[src/logic/ddc_channel_filter_ctrl_consts.svh]
/*
  Offsets, field positions and reset values of the channel filter control bank.
  Assumes inclusion by bare name from the design file.
*/
`ifndef DDC_CHANNEL_FILTER_CTRL_CONSTS_SVH
`define DDC_CHANNEL_FILTER_CTRL_CONSTS_SVH
// Register offsets
`define OFS_MODE_CTRL     5'h18
`define OFS_FIRST_HB      5'h19
`define OFS_SECOND_HB     5'h1A
`define OFS_INPUT_CTRL    5'h1B
`define OFS_MON_CTRL      5'h1C
`define OFS_MON_COUNT     5'h1D
`define OFS_GAIN_LOW      5'h1E
`define OFS_GAIN_HIGH     5'h1F
// Reset values
`define RST_MODE_CTRL     8'h00
`define RST_FIRST_HB      8'h00
`define RST_SECOND_HB     8'h00
`define RST_INPUT_CTRL    8'h00
`define RST_MON_CTRL      8'h1D
`define RST_GAIN_LOW      8'h00
`define RST_GAIN_HIGH     8'h00
// Field positions
`define BIT_ASYM          0
`define BIT_Q_DELAY       1
`define BIT_I_DELAY       2
`define POS_COARSE        4
`define BIT_TEST          7
`define POS_OVF_SEL       3
`define POS_IN_SEL        0
`define BIT_PICK          3
`define POS_IN_FMT        4
`define BIT_TOP_INVERT    7
`define POS_MON_SYNC      0
`define POS_THRESH        3
`define BIT_MON_MODE      5
`define POS_GAIN_SYNC     4
// Counter limit
`define MON_COUNT_MAX     8'hFF
`endif

[src/logic/ddc_channel_filter_ctrl_pkg.sv]
/*
  Types of the channel filter control bank.
  Assumes nothing beyond a SystemVerilog compiler.
*/
package ddc_channel_filter_ctrl_pkg;
  // Input sample format
  typedef enum logic [1:0] {
    FMT_14BIT, FMT_16BIT, FMT_12EXP, FMT_DUAL_12EXP
  } in_format_type;
  // Routed input source
  typedef enum logic [1:0] {
    SRC_SINGLE, SRC_DIFF, SRC_DIAG
  } in_source_type;
endpackage : ddc_channel_filter_ctrl_pkg

[src/logic/ddc_channel_filter_ctrl.sv]
/*
  Per-channel control bank of a downconverter channel: filter stage options,
  input select and format, overload monitor counter and double-buffered fine gain.
  Holds eight byte registers at offsets 0x18 to 0x1F, one of them read-only.
  Drives every control field as a registered output towards the datapath.
  Conditions the pin sample: top bit polarity and dual-stream filtering.
  Counts overloads or over-threshold words between monitor sync events.
  Keeps a written fine gain in a buffer until its sync event loads it.
  Filters, gain multipliers and converters themselves live elsewhere.
  Assumes a plain register port on clk, sync events and overflow flags
  arriving from logic on the same clock, and a sample bus with its flags arriving from pins.
  Assumes strobes one cycle wide, never a write and a read together.
  Assumes software keeps the test bit clear; nothing here enforces it.
  Assumes software enables the differential receivers elsewhere.
  Assumes pin words are stable around the edges that sample them.
  Read data stands only in the cycle after the read strobe.
  Unmapped offsets read zero and ignore writes.
  Reset is synchronous and clears the active gain to zero.
*/
`include "ddc_channel_filter_ctrl_consts.svh"

module ddc_channel_filter_ctrl #(
  parameter int SAMPLE_W = 16
) (
  // Clock and reset
  input  wire logic                  clk,
  input  wire logic                  rst,
  // Register port
  // Strobes one cycle wide, read data one cycle later
  input  wire logic [4:0]            reg_addr,
  input  wire logic [7:0]            reg_wdata,
  input  wire logic                  reg_wr,
  input  wire logic                  reg_rd,
  output logic      [7:0]            reg_rdata,
  // Sync events, one bit per selectable sync source
  // Level tested each cycle, same clock as the bank
  input  wire logic [7:0]            sync_events,
  // Sample input from pins
  // Synchronised before any logic reads them
  input  wire logic [SAMPLE_W-1:0]   pin_sample,
  input  wire logic                  pin_sample_valid,
  input  wire logic                  pin_ab_flag,
  // Overflow flags from the datapath
  // One-cycle pulses, same clock, read directly
  input  wire logic                  first_stage_ovf,
  input  wire logic                  coarse_gain_ovf,
  input  wire logic                  second_stage_ovf,
  // Filter stage controls
  // Register bits, valid one edge after the write
  output logic                       first_stage_asym_en,
  output logic                       first_stage_q_delay,
  output logic                       first_stage_i_delay,
  output logic      [2:0]            coarse_gain_shift,
  output logic                       second_stage_asym_en,
  output logic                       second_stage_q_delay,
  output logic                       second_stage_i_delay,
  output logic      [7:0]            multichannel_mode,
  // Input routing
  // Port number and its receiver class
  output logic      [2:0]            input_port_sel,
  output logic      [1:0]            input_source,
  output logic      [1:0]            input_format,
  // Conditioned sample towards the datapath
  // Three clocks behind the pins
  output logic      [SAMPLE_W-1:0]   chan_sample,
  output logic                       chan_sample_valid,
  // Active fine gain, scale is value over 1024
  output logic      [13:0]           fine_gain_active
);

  // Storage split by owner: software bytes, monitor pair,
  // and the active gain that only a sync loads
  // Register storage
  logic [7:0]  mode_reg, mode_next;             // Multichannel mode control
  logic [7:0]  first_reg, first_next;           // First halfband control
  logic [7:0]  second_reg, second_next;         // Second halfband control
  logic [7:0]  input_reg, input_next;           // Input control
  logic [7:0]  mon_reg, mon_next;               // Monitor control
  logic [7:0]  gain_lo_reg, gain_lo_next;       // Buffered gain low byte
  logic [7:0]  gain_hi_reg, gain_hi_next;       // Buffered gain high byte
  // Hardware-updated monitor pair
  logic [7:0]  count_reg, count_next;           // Running monitor counter
  logic [7:0]  held_reg, held_next;             // Count of last sync period
  logic [13:0] gain_act_reg, gain_act_next;     // Active fine gain
  // Bus side
  logic [7:0]  rdata_reg, rdata_next;           // Read data
  // No gain sync field reaches this bank: select tied to
  // source zero, decode kept in place for a later hookup
  logic [7:0]  gsync_reg;                       // Gain sync field, held at zero inside this bank

  // Each pin bit passes two flops; the word and its
  // flags travel together so they stay aligned
  // Pin synchronisers
  logic [SAMPLE_W-1:0] smp_s1_reg, smp_s2_reg;  // Sample bits
  logic [1:0]          ctl_s1_reg, ctl_s2_reg;  // Valid and A/B flag
  logic [SAMPLE_W-1:0] smp_out_reg;             // Conditioned sample
  logic                smp_vld_reg;             // Conditioned valid

  // Shared by monitor and gain sync decode
  // Select one sync source by a three-bit field
  function automatic logic pick_sync(input logic [7:0] ev, input logic [2:0] sel);
    pick_sync = ev[sel];
  endfunction : pick_sync

  // One strobe per register; the read-only count has
  // none, so a write to its offset is dropped
  // Register write decode
  wire wr_mode   = reg_wr && (reg_addr == `OFS_MODE_CTRL);
  wire wr_first  = reg_wr && (reg_addr == `OFS_FIRST_HB);
  wire wr_second = reg_wr && (reg_addr == `OFS_SECOND_HB);
  wire wr_input  = reg_wr && (reg_addr == `OFS_INPUT_CTRL);
  wire wr_mon    = reg_wr && (reg_addr == `OFS_MON_CTRL);
  wire wr_glo    = reg_wr && (reg_addr == `OFS_GAIN_LOW);
  wire wr_ghi    = reg_wr && (reg_addr == `OFS_GAIN_HIGH);

  // Writes land at the next edge
  // Unused bits kept so readback matches the write
  // Every bit stored as written, unused ones included
  assign mode_next   = wr_mode   ? reg_wdata : mode_reg;
  assign first_next  = wr_first  ? reg_wdata : first_reg;
  assign second_next = wr_second ? reg_wdata : second_reg;
  assign input_next  = wr_input  ? reg_wdata : input_reg;
  assign mon_next    = wr_mon    ? reg_wdata : mon_reg;
  assign gain_lo_next = wr_glo   ? reg_wdata : gain_lo_reg;
  assign gain_hi_next = wr_ghi   ? reg_wdata : gain_hi_reg;

  // Zero outside a read, so banks may share a bus
  // by OR; the registered copy stands one cycle
  // Read-back mux, unmapped offsets read zero
  always_comb begin
    case (reg_addr)
      `OFS_MODE_CTRL:  rdata_next = mode_reg;
      `OFS_FIRST_HB:   rdata_next = first_reg;
      `OFS_SECOND_HB:  rdata_next = second_reg;
      `OFS_INPUT_CTRL: rdata_next = input_reg;
      `OFS_MON_CTRL:   rdata_next = mon_reg;
      `OFS_MON_COUNT:  rdata_next = held_reg;
      `OFS_GAIN_LOW:   rdata_next = gain_lo_reg;
      `OFS_GAIN_HIGH:  rdata_next = gain_hi_reg;
      default:         rdata_next = 8'h00;
    endcase
    // Idle cycles drive zero
    if (!reg_rd) begin
      rdata_next = 8'h00;
    end
  end

  // Slices taken once so every consumer sees one decode
  // Fields change only on a register write
  // Control fields
  wire [2:0] mon_sync_sel = mon_reg[`POS_MON_SYNC +: 3];
  wire [1:0] thresh_code  = mon_reg[`POS_THRESH +: 2];
  wire       mon_mode     = mon_reg[`BIT_MON_MODE];
  wire [1:0] ovf_sel      = second_reg[`POS_OVF_SEL +: 2];
  wire [2:0] in_sel       = input_reg[`POS_IN_SEL +: 3];
  wire [1:0] in_fmt       = input_reg[`POS_IN_FMT +: 2];
  wire       pick_ab      = input_reg[`BIT_PICK];
  wire       top_invert   = input_reg[`BIT_TOP_INVERT];
  wire [2:0] gain_sync_sel = gsync_reg[`POS_GAIN_SYNC +: 3];

  // Monitor and gain may follow different events; a held
  // event acts on every cycle it stands
  // Sync events
  wire mon_sync  = pick_sync(sync_events, mon_sync_sel);
  wire gain_sync = pick_sync(sync_events, gain_sync_sel);

  // No code left undefined
  // Overflow source: 0 first stage, 1 coarse, 2 and 3 second stage
  wire ovf_flag = (ovf_sel == 2'h0) ? first_stage_ovf :
                  (ovf_sel == 2'h1) ? coarse_gain_ovf : second_stage_ovf;

  // Ports 0 to 3 single, 4 and 5 differential, 6 and 7
  // internal diagnostic: the class the receivers need
  // Input source class from the select field
  wire [1:0] src_class = in_sel[2] ? (in_sel[1] ? 2'(ddc_channel_filter_ctrl_pkg::SRC_DIAG)
                                                : 2'(ddc_channel_filter_ctrl_pkg::SRC_DIFF))
                                   : 2'(ddc_channel_filter_ctrl_pkg::SRC_SINGLE);

  // Flipping one bit maps offset binary onto two's
  // complement without an adder
  // Sample conditioning: top bit inverted for offset binary
  wire [SAMPLE_W-1:0] smp_fixed = {smp_s2_reg[SAMPLE_W-1] ^ top_invert,
                                   smp_s2_reg[SAMPLE_W-2:0]};
  // A word of the other stream leaves valid low
  // Dual format accepts only samples whose flag matches the pick bit
  wire is_dual  = (in_fmt == 2'(ddc_channel_filter_ctrl_pkg::FMT_DUAL_12EXP));
  wire accept   = ctl_s2_reg[0] && (!is_dual || (ctl_s2_reg[1] == pick_ab));

  // Negation cannot overflow: the most negative word
  // maps to 1024, which still fits eleven bits
  // Magnitude of top 11 bits against quarter-scale thresholds
  wire [10:0] top11   = smp_fixed[SAMPLE_W-1 -: 11];
  wire [10:0] mag11   = top11[10] ? 11'(~top11 + 11'h001) : top11;
  wire [10:0] thresh  = 11'(({9'h000, thresh_code} + 11'h001) << 8);
  wire        over_th = accept && (mag11 >= thresh);

  // Threshold path counts only accepted words
  // Monitor source by mode bit
  wire mon_hit = mon_mode ? ovf_flag : over_th;

  // A hit in the sync cycle opens the new period, so
  // no event is lost across the boundary
  // Counter: clear on sync, else saturating increment
  always_comb begin
    count_next = count_reg;
    held_next  = held_reg;
    if (mon_sync) begin
      held_next  = count_reg;
      count_next = mon_hit ? 8'h01 : 8'h00;
    // Otherwise count up unless already at the top
    end else if (mon_hit && count_reg != `MON_COUNT_MAX) begin
      count_next = 8'(count_reg + 8'h01);
    end
  end

  // Bytes may be written in any order; the datapath sees
  // one fourteen-bit step, never a half-written value
  // Active gain loads from the buffer only on its sync
  assign gain_act_next = gain_sync ? {gain_hi_reg[5:0], gain_lo_reg} : gain_act_reg;

  // Software-visible bytes; write and readback may abut
  // Register bank
  always_ff @(posedge clk) begin
    if (rst) begin
      mode_reg    <= `RST_MODE_CTRL;
      first_reg   <= `RST_FIRST_HB;
      second_reg  <= `RST_SECOND_HB;
      input_reg   <= `RST_INPUT_CTRL;
      mon_reg     <= `RST_MON_CTRL;
      gain_lo_reg <= `RST_GAIN_LOW;
      gain_hi_reg <= `RST_GAIN_HIGH;
    end else begin
      mode_reg    <= mode_next;
      first_reg   <= first_next;
      second_reg  <= second_next;
      input_reg   <= input_next;
      mon_reg     <= mon_next;
      gain_lo_reg <= gain_lo_next;
      gain_hi_reg <= gain_hi_next;
    end
  end

  // Hardware-owned state; reset clears both counts and
  // the active gain, so the channel starts at zero gain
  // until the first gain sync
  // Monitor, gain and read data
  always_ff @(posedge clk) begin
    if (rst) begin
      count_reg    <= 8'h00;
      held_reg     <= 8'h00;
      gain_act_reg <= 14'h0000;
      rdata_reg    <= 8'h00;
      gsync_reg    <= 8'h00;
    end else begin
      count_reg    <= count_next;
      held_reg     <= held_next;
      gain_act_reg <= gain_act_next;
      rdata_reg    <= rdata_next;
      gsync_reg    <= 8'h00;
    end
  end

  // Only the second stage reads the first
  // Multi-bit word relies on stable pins at the edge
  // Two-stage pin synchroniser
  always_ff @(posedge clk) begin
    if (rst) begin
      smp_s1_reg <= '0;
      smp_s2_reg <= '0;
      ctl_s1_reg <= 2'h0;
      ctl_s2_reg <= 2'h0;
    end else begin
      smp_s1_reg <= pin_sample;
      smp_s2_reg <= smp_s1_reg;
      ctl_s1_reg <= {pin_ab_flag, pin_sample_valid};
      ctl_s2_reg <= ctl_s1_reg;
    end
  end

  // One more flop so every output comes from a register
  // Pin to output latency is three clocks
  // Conditioned sample stage
  always_ff @(posedge clk) begin
    if (rst) begin
      smp_out_reg <= '0;
      smp_vld_reg <= 1'b0;
    end else begin
      smp_out_reg <= smp_fixed;
      smp_vld_reg <= accept;
    end
  end

  // Control fields wired from register bytes, which are
  // flops, so they change one edge after the write
  // Outputs straight from flip-flops
  assign reg_rdata            = rdata_reg;
  assign first_stage_asym_en  = first_reg[`BIT_ASYM];
  assign first_stage_q_delay  = first_reg[`BIT_Q_DELAY];
  assign first_stage_i_delay  = first_reg[`BIT_I_DELAY];
  assign coarse_gain_shift    = first_reg[`POS_COARSE +: 3];
  assign second_stage_asym_en = second_reg[`BIT_ASYM];
  assign second_stage_q_delay = second_reg[`BIT_Q_DELAY];
  assign second_stage_i_delay = second_reg[`BIT_I_DELAY];
  assign multichannel_mode    = mode_reg;
  assign input_port_sel       = input_reg[`POS_IN_SEL +: 3];
  assign input_format         = input_reg[`POS_IN_FMT +: 2];
  assign chan_sample          = smp_out_reg;
  assign chan_sample_valid    = smp_vld_reg;
  assign fine_gain_active     = gain_act_reg;

  // Follows the select by one edge, one edge behind input_port_sel and input_format
  // Source class registered for a flop-driven output
  logic [1:0] src_reg;
  always_ff @(posedge clk) begin
    if (rst) begin
      src_reg <= 2'h0;
    end else begin
      src_reg <= src_class;
    end
  end
  assign input_source = src_reg;

endmodule : ddc_channel_filter_ctrl

[config.mk]
export PLATFORM = sky130hd
export DESIGN_NAME = ddc_channel_filter_ctrl
export DESIGN_NICKNAME = d
export VERILOG_FILES = /design/src/logic/ddc_channel_filter_ctrl_pkg.sv /design/src/logic/ddc_channel_filter_ctrl.sv
export VERILOG_INCLUDE_DIRS = /design/src /design/src/logic
export SDC_FILE = /design/constraint.sdc
export NUM_CORES = 1
export LEC_CHECK = 0
export BUFFER_PORTS_ARGS = -buffer_cell sky130_fd_sc_hd__buf_2
export CORE_ASPECT_RATIO = 2
export CORE_UTILIZATION = 51
export CTS_BUF_LIST = sky130_fd_sc_hd__clkbuf_8
export DETAILED_ROUTE_END_ITERATION = 6
export PLACE_DENSITY = 0.81
export SLEW_MARGIN = 10
export SYNTH_ARGS = -nofsm -noshare
export SYNTH_HDL_FRONTEND = slang
export SYNTH_SLANG_ARGS = --single-unit
[constraint.sdc]
create_clock -name clk -period 4.15 [get_ports clk]
set_input_delay 0.2075 -clock clk [delete_from_list [all_inputs] [get_ports clk]]
set_output_delay 0.2075 -clock clk [all_outputs]
set_load 0.01 [all_outputs]
==> results of run 1 <==
[critical path, stage by stage (launching register included)]
cell and delay (ps):
dfxtp_1 340, nor4_1 570, nand2_1 190, nor2_1 120
nor2_1 70, xor2_1 160, ha_1 310, and3_1 170
and3_1 220, o31a_1 340, o21ai_0 320, mux2i_1 220
[worst paths after layout]
path,startpoint,end
max,smp_s2_reg[5],count_reg[1]
min reg2reg,smp_s2_reg[1],chan_sample[1]
max reg2reg,smp_s2_reg[5],count_reg[1]
min,pin_sample[13],smp_s1_reg[13]
[kinds of logic after synthesis]
family,share of synthesized area (%)
compound gates,13.63
xor+xnor,0.6226
fa+ha+maj,1.112
buf+inv,4.202
flops,53.00
mux,4.758
simple gates,22.68
[synth_stat cells (all sizes together) (2+ instances only)]
cell type / n
or3: 3
a22o: 2
nor4: 3
xor2: 2
mux2: 2
a311oi: 3
nand2b: 4
ha: 5
nor2b: 52
o21ai: 3
nor3: 8
o2111ai: 2
inv: 9
buf: 14
mux2i: 20
dfxtp: 149
a22oi: 18
nand3: 57
and3: 4
nor2: 22
clkbuf: 28
mux4: 2
a31oi: 3
nand4: 3
a41oi: 5
xnor2: 2
nand2: 103
a222oi: 5
a21oi: 65
a221oi: 3
[per-stage QoR]
| stage | power, mW | hold slack (ps) | area (sq um) | util, % |
|---|---|---|---|---|
| 6_report | 2.680 | 31.05 | 6741 | 63.54 |
| 5_1_grt | 2.773 | 2.332 | 6741 | 63.54 |
| 4_1_cts | 2.685 | 6.796 | 6731 | 63.44 |
| 3_5_place_dp | 1.640 | 421.1 | 6192 | 58.36 |
| 3_3_place_gp | 1.634 | 414.4 | 6192 | 58.36 |
| 2_1_floorplan | 1.584 | 335.7 | 5628 | - |
[power by group through the flow]
stage / registers, mW / clock network (mW) / logic (mW)
final: 1.46 / 1.06 / 0.158
after global routing: 1.47 / 1.14 / 0.170
after CTS: 1.46 / 1.07 / 0.155
after detailed placement: 1.50 / 0 / 0.142
after global placement: 1.50 / 0 / 0.137
after floorplan: 1.50 / 0 / 0.0864
[layer usage]
layer  wire (um)  share of wire [%]  vias up  GRT usage (%)
li1            -                  -     2356              -
met1        5211                 35     2313          26.28
met2        8000                 54      252          47.43
met3         907                6.1       56          5.879
met4         731                4.9        0          17.31
met5           0                  0        -              0
[cell type report]
class / instances / area, sq um / area share [%]
Clock inverter: 15 / 145.1 / 2.153
Sequential cell: 149 / 2983 / 44.25
Tap cell: 137 / 171.4 / 2.543
Multi-Input combinational cell: 415 / 2409 / 35.73
Clock buffer: 17 / 234.0 / 3.471
Inverter: 9 / 33.78 / 0.5011
Timing Repair Buffer: 132 / 765.7 / 11.36
[repair_timing]
action                                  4_1_cts  5_1_grt
hold buffers                                 16        1
resized for setup                             0        0
hold endpoints to repair                     16        1
endpoints found under the setup margin        0        0
==> reports/results.ini, run 1 <==
[final_layout]
area_growth_pct=19.79
n_fill_cell=890
instances_no_fill=874
drive_gt1_share_pct=21.17
antennaDiodeCount=0
final_common_cell=dfxtp_1
nNetsFinal=775
final_cell_mix=dfxtp_1 (149), buf_2 (107), nand2_1 (103)

[logic_synthesis]
synth_area_sq_um=5628
syn_area_per_cell_sq_um=9.151
yosys.area.top_type=dfxtp_1
synth_cell_types=48
ys_warn_count=0
async_flop_share_pct=0
synth_edf_count=0
synth_cells=615
synth_top_area_share_pct=53.00
synth.ff_latch_count=149
yosys-top-cells-area=dfxtp_1 (53%), nand2_1 (6.9%), a21oi_1 (5.8%), nor2b_1 (5.8%), nand3_1 (5.1%)
syn_nets=666
ys.flop_type=dfxtp_1
seq_area_frac_synth_pct=53.00

[clocking]
cts_tree=yes
cts_made_buffers=17
cts.path.max_buffers=2
clk_latency_ps=440
cts_root_buffer=clkbuf_8
htreeDepth=4
cts_sinks=149
path_clk_slew_ps=90
cts_setup_buffers=0

[detailed_routing]
routedWlPerCell_um=16.99
drtIter0Drc=397
via_per_inst=5.695
num_vias=4977
drtAntennaViolNets=0
drcViolationCount=0
routed_wl_mm=14.85
drt_first_pass_iters=6

[worst_setup_path]
crit_path_start_kind=register
end_kind=register
required_ps=4520
reg2reg_depth=11
worstPathMaxFanout=5
critPathArrivalTime_ps=3450
r2r_slack_ps=1070
path_class=register to register

[sta]
tns_ps=0
relSlewSlack_pct=34.28
fin_ws_ps=1067
timing.final.crit_share_pct=74.28
hold_violations=0
worst_pin_slew_ps=985.8
rsz0062_at_grt=no
period_needed_ps=3083
setup_viol_count_final=0
maxSlewViolCount=0
fin_skew_ps=12.14
fmax_mhz=324.4

[hold_path]
hp-class=primary input to register
holdPathStages=2

[die]
die-area_sq_um=11480
rows=53
die_w_um=76.28
io_pins=109
core_area_sq_um=10610
die_h_um=150.6
start_util_pct=53.04

[power_and_ir_drop]
pwr-share-comb_pct=5.9
clkPwrFrac_pct=39.4
leakage_nw=2.732
powerDensity_nw_per_um2=397.6
p_seq_share_pct=54.7
net-switching-power_mw=0.6782
p_sw_share_pct=25.30
vdd_drop_max_mv=0.3634
power.internal_mw=2.002

[placed_design]
numPortBuffers=108
place_congestion=0.9486
dp_hpwl_mm=10.29
dp_slack_ps=1258
placed_cells=825

[global_route]
antenna_found_initial=0
grt_first_pass_wirelength_mm=23.15
grt-ovfl-total=0
grt.total_usage_pct=26.04
grt_pass1_vias=4832
grt_max_degree=76

[status]
status=complete, no violations

[job]
maxCapViolCount=0

No activity file was read; power rests on OpenSTA's default activity.
==> run 2: changes to the inputs <==
--- a/config.mk
+++ b/config.mk
@@ -11,7 +11,7 @@
 export CORE_UTILIZATION = 51
 export CTS_BUF_LIST = sky130_fd_sc_hd__clkbuf_8
 export DETAILED_ROUTE_END_ITERATION = 6
-export PLACE_DENSITY = 0.81
+export PLACE_DENSITY = 0.83
 export SLEW_MARGIN = 10
 export SYNTH_ARGS = -nofsm -noshare
 export SYNTH_HDL_FRONTEND = slang
==> constraint.sdc (replaced) <==
create_clock -name clk -period 2.7 [get_ports clk]
set_input_delay 0.135 -clock clk [delete_from_list [all_inputs] [get_ports clk]]
set_output_delay 0.135 -clock clk [all_outputs]
set_load 0.01 [all_outputs]
==> reports/results.ini, run 2 (synthesis results as in run 1) <==
[hold_path]
hp-class=primary input to register
holdPathStages=3  ; +1

[detailed_routing]
drtIter0Drc=393  ; -1.0%
routed_wl_mm=15.89  ; +7.0%
drcViolationCount=0  ; unchanged
drt_first_pass_iters=7  ; +1
drtAntennaViolNets=0  ; unchanged
via_per_inst=5.748  ; +0.93%
routedWlPerCell_um=17.90  ; +5.3%
num_vias=5104  ; +2.6%

[final_layout]
nNetsFinal=789  ; +1.8%
area_growth_pct=24.30
final_cell_mix=dfxtp_1 (146), buf_2 (107), nand2_1 (102)
final_common_cell=dfxtp_1
post-route-cell-area_sq_um=6995  ; +3.8%
drive_gt1_share_pct=24.23  ; +3.1 points
antennaDiodeCount=0  ; unchanged
instances_no_fill=888  ; +1.6%
fin_util_pct=65.93  ; +2.4 points

[die]
die-area_sq_um=11480  ; unchanged
die_h_um=150.6  ; unchanged
core_area_sq_um=10610  ; unchanged
start_util_pct=53.04  ; unchanged
rows=53  ; unchanged
die_w_um=76.28  ; unchanged
io_pins=109  ; unchanged

[worst_setup_path]
reg2reg_depth=12  ; +1
end_kind=register
crit_top_cell=buf_4
crit_path_start_kind=register
cpMaxStageDelayCell=o31a_1
slowest_delay_ps=360  ; -210 ps
worstPathMaxFanout=5  ; unchanged
critPathArrivalTime_ps=3140  ; -310 ps
required_ps=3060  ; -1460 ps
path_class=register to register
path_cells=nor4_4 > buf_4 > buf_4 > buf_4 > a21oi_1 > xnor2_1 > ha_1 > and3_1 > and3_4 > o31a_1 > o2111ai_2 > mux2i_1

[clocking]
cts_tree=yes
clk_latency_ps=450  ; about the same
cts.path.max_buffers=2  ; unchanged
cts_sinks=149  ; unchanged
cts_root_buffer=clkbuf_8
path_clk_slew_ps=90  ; about the same
cts_made_buffers=17  ; unchanged
htreeDepth=4  ; unchanged

[placed_design]
numPortBuffers=108  ; unchanged
dp_slack_ps=-210.4  ; -1469 ps
placed_cells=832  ; +0.85%
place_area_sq_um=6245  ; +0.85%
dp_hpwl_mm=10.68  ; +3.8%
place_congestion=0.9393  ; -0.98%

[sta]
rsz0062_at_grt=yes
tns_ps=-326.0  ; -326.0 ps
worst_pin_slew_ps=796.0  ; -189.8 ps
fin_ws_ps=-75.51  ; -1143 ps
hold_violations=0  ; unchanged
fin_skew_ps=17.52  ; +5.374 ps
maxSlewViolCount=0  ; unchanged
timing.final.crit_share_pct=102.8  ; +29 points
period_needed_ps=2776  ; -307.1 ps
finalHoldWorstSlack_ps=29.80  ; -1.255 ps
setup_viol_count_final=7  ; +7
fmax_mhz=360.3  ; +11%
relSlewSlack_pct=46.57  ; +12 points

[global_route]
grt-ovfl-total=0  ; unchanged
grt_max_degree=75  ; -1.3%
grt.total_usage_pct=27.70  ; +1.7 points
grt_pass1_vias=4886  ; +1.1%
grt_first_pass_wirelength_mm=24.50  ; +5.8%
antenna_found_initial=0  ; unchanged

[power_and_ir_drop]
p_total_mw=4.356  ; +63%
powerDensity_nw_per_um2=622.8  ; +57%
vdd_drop_max_mv=0.6070  ; +67%
leakage_nw=2.843  ; +4.0%

[job]
maxCapViolCount=0  ; unchanged

[status]
status=finished, violations left
violations=setup timing

[run 2: what timing repair did]
action                                  CTS  global route
hold endpoints to repair                 29             0
pin swaps                                12            10
setup buffers                             1             2
endpoints found under the setup margin    8             8
resized for setup                        15             8
hold buffers                             21             0
[run 2: path summary, 6_finish.rpt]
| path | end | start | slack (ps) |
|---|---|---|---|
| max | count_reg[5] | smp_s2_reg[8] | -80 |
| min reg2reg | ctl_s2_reg[1] | ctl_s1_reg[1] | 440 |
| max reg2reg | count_reg[5] | smp_s2_reg[8] | -80 |
| min | first_reg[5] | reg_wdata[5] | 30 |
[run 2: metal layers]
metal	vias up	GRT usage, %	routed length (um)
li1	2390	-	-
met1	2409	28.66	5647
met2	249	50.54	8427
met3	56	5.091	1013
met4	0	18.27	804
met5	-	0	0
[run 2: cell type report]
cell class / instances / area, sq um
tap: 137 / 171.4
clock buffer: 18 / 247.7
fill: 839 / 3615
multi-input combinational: 415 / 2495
sequential: 149 / 2987
inverter: 9 / 33.78
timing repair buffer: 146 / 880.8
clock inverter: 14 / 180.2
[run 2: power by group]
group / total (mW) / switching (mW) / leakage (nW) / internal, mW
Sequential: 2.25 / 0.0193 / 1.21 / 2.24
Combinational: 0.283 / 0.164 / 1.42 / 0.120
Clock: 1.82 / 0.929 / 0.211 / 0.889
[run 2: worst max-delay path: cells and delay by family (launching register included)]
family | cells | cell delay, ps
AO/OA/AOI/OAI | 3 | 660
XOR/XNOR | 1 | 160
adder cells (fa/ha/maj) | 1 | 270
buffers and inverters | 3 | 370
flip-flops | 1 | 340
multiplexers | 1 | 210
AND/OR/NAND/NOR | 3 | 660
